### config.mk
export PLATFORM = sky130hd
export DESIGN_NAME = blr_regs
export DESIGN_NICKNAME = d
export VERILOG_FILES = /design/src/verilog/blr_pkg.sv /design/src/verilog/blr_regs.sv
export SDC_FILE = /design/constraint.sdc
export NUM_CORES = 1
export LEC_CHECK = 0
export BUFFER_PORTS_ARGS = -buffer_cell sky130_fd_sc_hd__buf_2
export CORE_MARGIN = 4
export CORE_UTILIZATION = 54
export DETAILED_ROUTE_END_ITERATION = 6
export GPL_ROUTABILITY_DRIVEN = 0
export PLACE_DENSITY = 0.79
export SLEW_MARGIN = 20
export SYNTH_ARGS = -nofsm -noshare
export SYNTH_HDL_FRONTEND = slang
export SYNTH_SLANG_ARGS = --single-unit
export TNS_END_PERCENT = 20
### constraint.sdc
create_clock -name CLK -period 2.75 [get_ports CLK]
set_input_delay 0.55 -clock CLK [delete_from_list [all_inputs] [get_ports CLK]]
set_output_delay 0.55 -clock CLK [all_outputs]
set_load 0.05 [all_outputs]
### src/verilog/blr_pkg.sv
// Package: addresses, field positions, reset values and types of the board register block
`default_nettype none
package blr_pkg;
   // I/O port addresses
   localparam logic [15:0] LED_PORT_ADDR   = 16'h0456;
   localparam logic [15:0] CAUSE_PORT_ADDR = 16'h0457;

   // Shared LED/EEPROM port fields
   localparam int          EE_CS_BIT       = 7;
   localparam int          EE_SK_BIT       = 6;
   localparam int          EE_DI_BIT       = 5;
   localparam int          EE_DO_BIT       = 4;
   localparam int          LED_MAN_BIT     = 3;
   localparam logic [7:0]  PORT_WR_MASK    = 8'hEF;
   localparam logic [7:0]  PORT_RESET      = 8'h00;

   // Reset cause fields
   localparam int          C_MAIN          = 7;
   localparam int          C_CORE          = 6;
   localparam int          C_NSTBY         = 5;
   localparam int          C_MEM           = 4;
   localparam int          C_STBY          = 3;
   localparam int          C_RSVD          = 2;
   localparam int          C_PCI           = 1;
   localparam int          C_BTN           = 0;
   localparam logic [7:0]  CAUSE_MASK      = 8'hFB;
   localparam logic [7:0]  CAUSE_RESET     = 8'h00;
   localparam logic [7:0]  SET_STBY        = 8'hFA;
   localparam logic [7:0]  SET_MAIN        = 8'hF2;
   localparam logic [7:0]  SET_CORE        = 8'h42;
   localparam logic [7:0]  SET_NSTBY       = 8'h22;
   localparam logic [7:0]  SET_MEM         = 8'h12;
   localparam logic [7:0]  SET_PCI         = 8'h02;
   localparam logic [7:0]  SET_BTN         = 8'h01;

   // Timing
   localparam int          CLK_HZ          = 20_000_000;
   localparam int          BLINK_HALF_MS   = 100;
   localparam int          BLINK_HALF_CYC  = CLK_HZ / 1000 * BLINK_HALF_MS;
   localparam logic [1:0]  JUMPER_CAP_CYC  = 2'h3;

   typedef struct packed {
      logic r;
      logic g;
      logic b;
   } blr_rgb_t;

   localparam blr_rgb_t    RGB_OFF         = 3'h0;
   localparam blr_rgb_t    RGB_BLUE        = 3'h1;
   localparam blr_rgb_t    RGB_GREEN       = 3'h2;
   localparam blr_rgb_t    RGB_CYAN        = 3'h3;
   localparam blr_rgb_t    RGB_RED         = 3'h4;
   localparam blr_rgb_t    RGB_MAGENTA     = 3'h5;
   localparam blr_rgb_t    RGB_YELLOW      = 3'h6;
   localparam blr_rgb_t    RGB_WHITE       = 3'h7;

   typedef struct packed {
      logic thermal;
      logic in_reset;
      logic standby;
      logic disk;
      logic link10;
      logic link100;
      logic activity;
      logic shutdown;
   } blr_status_t;

   typedef struct packed {
      logic main_fail;
      logic core_fail;
      logic nstby_fail;
      logic mem_fail;
      logic stby_fail;
      logic pci_reset;
      logic button;
   } blr_cause_in_t;
endpackage
`default_nettype wire

### src/verilog/blr_regs.sv
// Board LED, EEPROM line and reset cause register block on two I/O ports
`default_nettype none
module blr_regs #(
   parameter int BLINK_HALF = blr_pkg::BLINK_HALF_CYC
) (
   // Clock and resets
   input  wire logic                   CLK,
   input  wire logic                   RST_N,
   input  wire logic                   STBY_POR_N,
   // Host I/O port access
   input  wire logic [15:0]            IO_ADDR,
   input  wire logic                   IO_WR,
   input  wire logic                   IO_RD,
   input  wire logic [7:0]             IO_WDATA,
   output logic      [7:0]             IO_RDATA,
   output logic                        IO_RVALID,
   // Board status and reset sources
   input  wire blr_pkg::blr_status_t   STATUS,
   input  wire blr_pkg::blr_cause_in_t CAUSE_IN,
   input  wire logic                   DEFAULT_CONFIG_JUMPER,
   input  wire logic                   PWR_ON_REQ,
   // Supply control pin
   output logic                        POWER_SUPPLY_ON_N_O,
   output logic                        POWER_SUPPLY_ON_N_OE,
   // Serial EEPROM lines
   output logic                        EEPROM_CS,
   output logic                        EEPROM_SERIAL_CLOCK,
   output logic                        EEPROM_SERIAL_IN,
   input  wire logic                   EEPROM_SERIAL_OUT,
   // Tri-colour LED
   output blr_pkg::blr_rgb_t           LED
);
   localparam int BW = $clog2(BLINK_HALF);

   // Elaboration check: the blink divider needs at least two counts
   if (BLINK_HALF < 2) begin : g_bad_blink
      $error("BLINK_HALF must be at least 2");
   end

   // Synchronisers
   blr_pkg::blr_status_t   stat_meta_r, stat_s;
   blr_pkg::blr_cause_in_t cause_meta_r, cause_s;
   logic [1:0]             misc_meta_r, misc_s;
   logic                   jumper_s, ee_do_s;

   assign jumper_s = misc_s[1];
   assign ee_do_s  = misc_s[0];

   always_ff @(posedge CLK) begin
      if (!RST_N) begin
         stat_meta_r <= '0;
         stat_s      <= '0;
         misc_meta_r <= 2'h0;
         misc_s      <= 2'h0;
      end else begin
         stat_meta_r <= STATUS;
         stat_s      <= stat_meta_r;
         misc_meta_r <= {DEFAULT_CONFIG_JUMPER, EEPROM_SERIAL_OUT};
         misc_s      <= misc_meta_r;
      end
   end

   always_ff @(posedge CLK) begin
      if (!STBY_POR_N) begin
         cause_meta_r <= '0;
         cause_s      <= '0;
      end else begin
         cause_meta_r <= CAUSE_IN;
         cause_s      <= cause_meta_r;
      end
   end

   // Address decode
   logic hit_port, hit_cause, wr_port, wr_cause;
   assign hit_port  = (IO_ADDR == blr_pkg::LED_PORT_ADDR);
   assign hit_cause = (IO_ADDR == blr_pkg::CAUSE_PORT_ADDR);
   assign wr_port   = IO_WR && hit_port;
   assign wr_cause  = IO_WR && hit_cause;

   // Shared port register; software keeps the upper bits when changing the LED
   logic [7:0] port_r, port_rd;
   always_ff @(posedge CLK) begin
      if (!RST_N) begin
         port_r <= blr_pkg::PORT_RESET;
      end else if (wr_port) begin
         port_r <= IO_WDATA & blr_pkg::PORT_WR_MASK;
      end
   end
   assign port_rd = port_r | ({7'h00, ee_do_s} << blr_pkg::EE_DO_BIT);

   assign EEPROM_CS           = port_r[blr_pkg::EE_CS_BIT];
   assign EEPROM_SERIAL_CLOCK = port_r[blr_pkg::EE_SK_BIT];
   assign EEPROM_SERIAL_IN    = port_r[blr_pkg::EE_DI_BIT];

   // Reset cause flags, held on the standby reset only
   logic [7:0] cause_r, cause_set, cause_nxt;
   assign cause_set = (cause_s.stby_fail  ? blr_pkg::SET_STBY  : 8'h00)
                    | (cause_s.main_fail  ? blr_pkg::SET_MAIN  : 8'h00)
                    | (cause_s.core_fail  ? blr_pkg::SET_CORE  : 8'h00)
                    | (cause_s.nstby_fail ? blr_pkg::SET_NSTBY : 8'h00)
                    | (cause_s.mem_fail   ? blr_pkg::SET_MEM   : 8'h00)
                    | (cause_s.pci_reset  ? blr_pkg::SET_PCI   : 8'h00)
                    | (cause_s.button     ? blr_pkg::SET_BTN   : 8'h00);
   // Set wins over a simultaneous clear
   assign cause_nxt = ((cause_r & ~(wr_cause ? IO_WDATA : 8'h00)) | cause_set)
                    & blr_pkg::CAUSE_MASK;

   always_ff @(posedge CLK) begin
      if (!STBY_POR_N) begin
         cause_r <= blr_pkg::CAUSE_RESET;
      end else begin
         cause_r <= cause_nxt;
      end
   end

   // Read path
   logic [7:0] rd_mux;
   assign rd_mux = hit_port ? port_rd : (hit_cause ? cause_r : 8'h00);
   always_ff @(posedge CLK) begin
      if (!RST_N) begin
         IO_RDATA  <= 8'h00;
         IO_RVALID <= 1'b0;
      end else begin
         IO_RVALID <= IO_RD;
         if (IO_RD) begin
            IO_RDATA <= rd_mux;
         end
      end
   end

   // Supply-on request, drives the pin low only
   always_ff @(posedge CLK) begin
      if (!RST_N) begin
         POWER_SUPPLY_ON_N_OE <= 1'b0;
      end else begin
         POWER_SUPPLY_ON_N_OE <= PWR_ON_REQ;
      end
   end
   assign POWER_SUPPLY_ON_N_O = 1'b0;

   // Jumper caught shortly after board reset (RST_N) release
   logic [1:0] cap_cnt_r;
   logic       jumper_red_r, cap_done;
   assign cap_done = (cap_cnt_r == blr_pkg::JUMPER_CAP_CYC);
   always_ff @(posedge CLK) begin
      if (!RST_N) begin
         cap_cnt_r    <= 2'h0;
         jumper_red_r <= 1'b0;
      end else if (!cap_done) begin
         cap_cnt_r <= cap_cnt_r + 2'h1;
         if (cap_cnt_r == blr_pkg::JUMPER_CAP_CYC - 2'h1) begin
            jumper_red_r <= jumper_s;
         end
      end
   end

   // Thermal indication latch
   logic thermal_r;
   always_ff @(posedge CLK) begin
      if (!RST_N || stat_s.shutdown) begin
         thermal_r <= 1'b0;
      end else if (stat_s.thermal) begin
         thermal_r <= 1'b1;
      end
   end

   // Blink phase divider
   logic [BW-1:0] blink_cnt_r;
   logic          blink_ph_r, blink_end;
   assign blink_end = (blink_cnt_r == BW'(BLINK_HALF - 1));
   always_ff @(posedge CLK) begin
      if (!RST_N) begin
         blink_cnt_r <= '0;
         blink_ph_r  <= 1'b0;
      end else begin
         blink_cnt_r <= blink_end ? '0 : blink_cnt_r + BW'(1);
         if (blink_end) begin
            blink_ph_r <= ~blink_ph_r;
         end
      end
   end

   // Colour selection
   blr_pkg::blr_rgb_t auto_rgb, led_nxt;
   logic              manual, hold_red, blink_dark;
   assign manual   = port_r[blr_pkg::LED_MAN_BIT];
   assign hold_red = jumper_red_r || stat_s.in_reset;
   assign auto_rgb = thermal_r        ? blr_pkg::RGB_WHITE   :
                     hold_red         ? blr_pkg::RGB_RED     :
                     stat_s.standby   ? blr_pkg::RGB_YELLOW  :
                     stat_s.disk      ? blr_pkg::RGB_BLUE    :
                     stat_s.link100   ? blr_pkg::RGB_MAGENTA :
                     stat_s.link10    ? blr_pkg::RGB_CYAN    :
                                        blr_pkg::RGB_GREEN;
   assign blink_dark = stat_s.activity && blink_ph_r && !thermal_r && !hold_red;
   assign led_nxt  = manual     ? blr_pkg::blr_rgb_t'(port_r[2:0]) :
                     blink_dark ? blr_pkg::RGB_OFF : auto_rgb;

   always_ff @(posedge CLK) begin
      if (!RST_N) begin
         LED <= blr_pkg::RGB_OFF;
      end else begin
         LED <= led_nxt;
      end
   end
endmodule
`default_nettype wire
==> impl_metrics.csv <==
group,metric,value,unit
die,coreArea,0.00592,mm2
setup_path,crit_path_cell_trace,"buf_2 > or4_4 > or4_4 > o21ai_0 > a31oi_1",
synthesis,synthSimpleGateAreaFrac,26.2,%
timing,fmax,517,MHz
die,die_w,85.9,um
worst_hold_path,whs_path_depth,2,
detailed_routing,route.detailed.drc,0,
power_and_ir_drop,p_leak,1.53,nW
synthesis,yosys_register_bits,87,
finish,multi_input_area,0.00144,mm2
setup_path,worstPathMaxFanout,14,
power_and_ir_drop,irDropWorstVdd,0.000433,V
setup_path,worstSetupEndpointType,"register",
power_and_ir_drop,power.net_switching,568,uW
outcome,status,"finished, final reports clean",
clock_network,clockRootBuffer,"clkbuf_8",
synthesis,avgSynthCellArea,9.54,um2
synthesis,synth_compound_area_share,10.1,%
timing,skew,6.27,ps
detailed_routing,drtPass1Iterations,4,
timing,hold_violations,0,
power_and_ir_drop,p_sw_share,24.5,%
finish,area_growth,16.6,%
finish,layout_common_cells,"dfxtp_1, buf_2, and2_1",
finish,instances_no_fill,485,
finish,insertedDiodeCount,0,
clock_network,htree_levels,3,
clock_network,holdBufCountCts,0,
job,drv_cap,0,
setup_path,worst-setup-path-type,"input pin to register",
timing,rsz0062_at_grt,"false",
detailed_routing,wl_per_cell,12.6,um
synthesis,synth_fa_ha_area_share,1.14,%
detailed_routing,postRouteAntennaNets,0,
detailed_routing,routed_wl,6100,um
finish,nFillCells,513,
detailed_routing,routed_via_density,5.07,
synthesis,synth_top_family_by_area,"simple AND/OR/NAND/NOR gates",
clock_network,ctsResizeCount,0,
setup_path,arrival,2170,ps
setup_path,path_buf_inv,1,
timing,fin_setup_tns,0,ps
placed_design,port_buffers,62,
clock_network,post_cts_buffers,0,
finish,drive_above_1_share,23.2,%
worst_hold_path,hp-start,"CAUSE_IN[3]",
synthesis,syn_nets,394,
global_route,grt_max_degree,24,
timing,post-route-period-util,70.3,%
setup_path,reg2reg_to,"blink_cnt_r[20]",
finish,nets,455,
setup_path,startpoint_type,"input pin",
synthesis,netlist_area,0.00328,mm2
power_and_ir_drop,power_density,606,mW/mm2
global_route,grt_first_pass_wirelength,10700,um
global_route,antenna_found_initial,0,
clock_network,cts_made_buffers,9,
setup_path,cpMostUsedCell,"or4_4",
finish,layout.cells.most_common,"dfxtp_1",
detailed_routing,vias,2459,
power_and_ir_drop,seq_power_share,57.4,%
clock_network,clock_latency,350,ps
global_route,grt_usage,18.4,%
finish,seq_area,0.00174,mm2
global_route,overflow,0,
die,die_y,85.9,um
timing,report.final.slew_viol_count,0,
synthesis,synth_cell_types,41,
synthesis,ys_seq_area_share,53.1,%
clock_network,clkTransAtPathRegs,90,ps
synthesis,synthCells,344,
placed_design,placed_cells,469,
timing,min_period,1930,ps
setup_path,cp_slowest_stage_delay,670,ps
global_route,grt_pass1_vias,2388,
synthesis,yosysWarnings,0,
clock_network,clock-sinks,87,
setup_path,r2r-start,"blink_cnt_r[9]",
placed_design,hpwl,4350,um
synthesis,synth_xor_area_share,3.74,%
setup_path,cp_top_family,"simple AND/OR/NAND/NOR gates",
die,start_util,55.4,%
setup_path,r2r_setup_slack,930,ps
die,num_rows,28,
die,dieArea,0.00739,mm2
power_and_ir_drop,clkPwrFrac,34.9,%
finish,final_core_util,64.6,%
worst_hold_path,hold_path_class,"input pin to register",
setup_path,slowest_stage,"or4_4",
power_and_ir_drop,internal-power,1.75,mW
worst_hold_path,worstHoldEndpoint,"cause_meta_r[3]",
setup_path,worst-r2r-cell-count,4,
synthesis,synthMuxAreaShare,2.71,%
timing,finalSetupViolCount,0,
detailed_routing,initialDrtViolationCount,169,
setup_path,required,2980,ps
power_and_ir_drop,comb_power_share,7.7,%
clock_network,clock_path_buffers,2,
clock_network,tritoncts,"yes",
die,num_io_pins,64,
## through the flow
| step | setup slack, ps | power (mW) | area (um2) | hold WS, ps |
|---|---|---|---|---|
| floorplan | 636 | 1.47 | 3280 | 376 |
| global placement | 476 | 1.53 | 3640 | 384 |
| detailed placement | 451 | 1.54 | 3640 | 385 |
| CTS | 840 | 2.34 | 3820 | 378 |
| global route | 734 | 2.42 | 3820 | 380 |
| finish | 817 | 2.32 | 3820 | 396 |
## final cells by class
cell class / count / area share [%]
timing repair buffer: 66 / 8.90
clock inverter: 5 / 1.08
multi-input combinational: 235 / 37.7
clock buffer: 11 / 3.70
sequential: 87 / 45.5
inverter: 6 / 0.589
tap: 75 / 2.45
## synthesized netlist by cell type, drive strengths merged
cell	n	share of area [%]
nor2b	2	0.38
or4	6	1.6
inv	5	0.57
o31ai	5	1.1
a21oi	32	4.9
and3	2	0.38
dfxtp	87	53
nor3b	1	0.23
nand2	16	1.8
clkinv	1	0.11
nor4	2	0.84
or3	4	0.76
xor2	12	3.2
clkbuf	13	1.5
o21ai	20	3.5
nand4b	2	0.53
or4b	1	0.31
mux2	7	2.4
nand3b	1	0.23
ha	3	1.1
nor2	24	2.7
xnor2	2	0.53
buf	3	0.72
a31oi	2	0.38
and4	4	1.1
nand4	7	1.3
nor4bb	1	0.31
nand2b	10	1.9
nand4bb	1	0.34
mux2i	1	0.31
and2	38	7.2
nor3	7	1.1
conb	1	0.11
nand3	20	3.1
o21a	1	0.23
## per-layer routing
layer | global-route usage [%] | wire length, um | vias to the layer above | share of wire [%]
met4 | 8.06 | 106 | 0 | 1.7
li1 | - | - | 1307 | -
met2 | 28.8 | 2780 | 54 | 46
met3 | 5.48 | 349 | 11 | 5.7
met1 | 23.5 | 2860 | 1087 | 47
met5 | 0 | 0 | - | 0
## worst max path at each step
stage                    from               to  slack (ps)  depth (start not counted)
3_3_place_gp       IO_ADDR[9]       cause_r[1]         480                          5
3_5_place_dp       IO_ADDR[9]       cause_r[1]         450                          5
5_1_grt        blink_cnt_r[9]  blink_cnt_r[18]         730                          4
2_1_floorplan      IO_ADDR[9]        port_r[5]         640                          5
6_report           IO_ADDR[9]       cause_r[1]         820                          5
4_1_cts            IO_ADDR[9]       cause_r[1]         840                          5
## registers in the layout (all words and copies together) (netlist names), 3 cells and up
signal	flops
IO_RDATA	8
LED	3
blink_cnt_r	21
cause_meta_r	7
cause_r	7
cause_s	7
port_r	7
stat_meta_r	8
stat_s	8
## cells by family (layout without fill, tap and decap cells)
family,after synthesis,after routing
xor gates and xnor gates,14,14
adders and majority gates,3,3
other,1,1
muxes,8,8
DFF,87,87
buffers and inverters,22,88
and+or+nand+nor,149,149
AOI/OAI and AO/OA,60,60
## power by group through the flow
stage	logic (mW)	registers [mW]	clock network [mW]
after floorplan	0.100	1.37	0
after global placement	0.173	1.36	0
after detailed placement	0.179	1.36	0
after CTS	0.179	1.33	0.830
after global routing	0.203	1.34	0.884
final	0.178	1.33	0.808
Note: power is estimated with default switching activity, not from simulation.
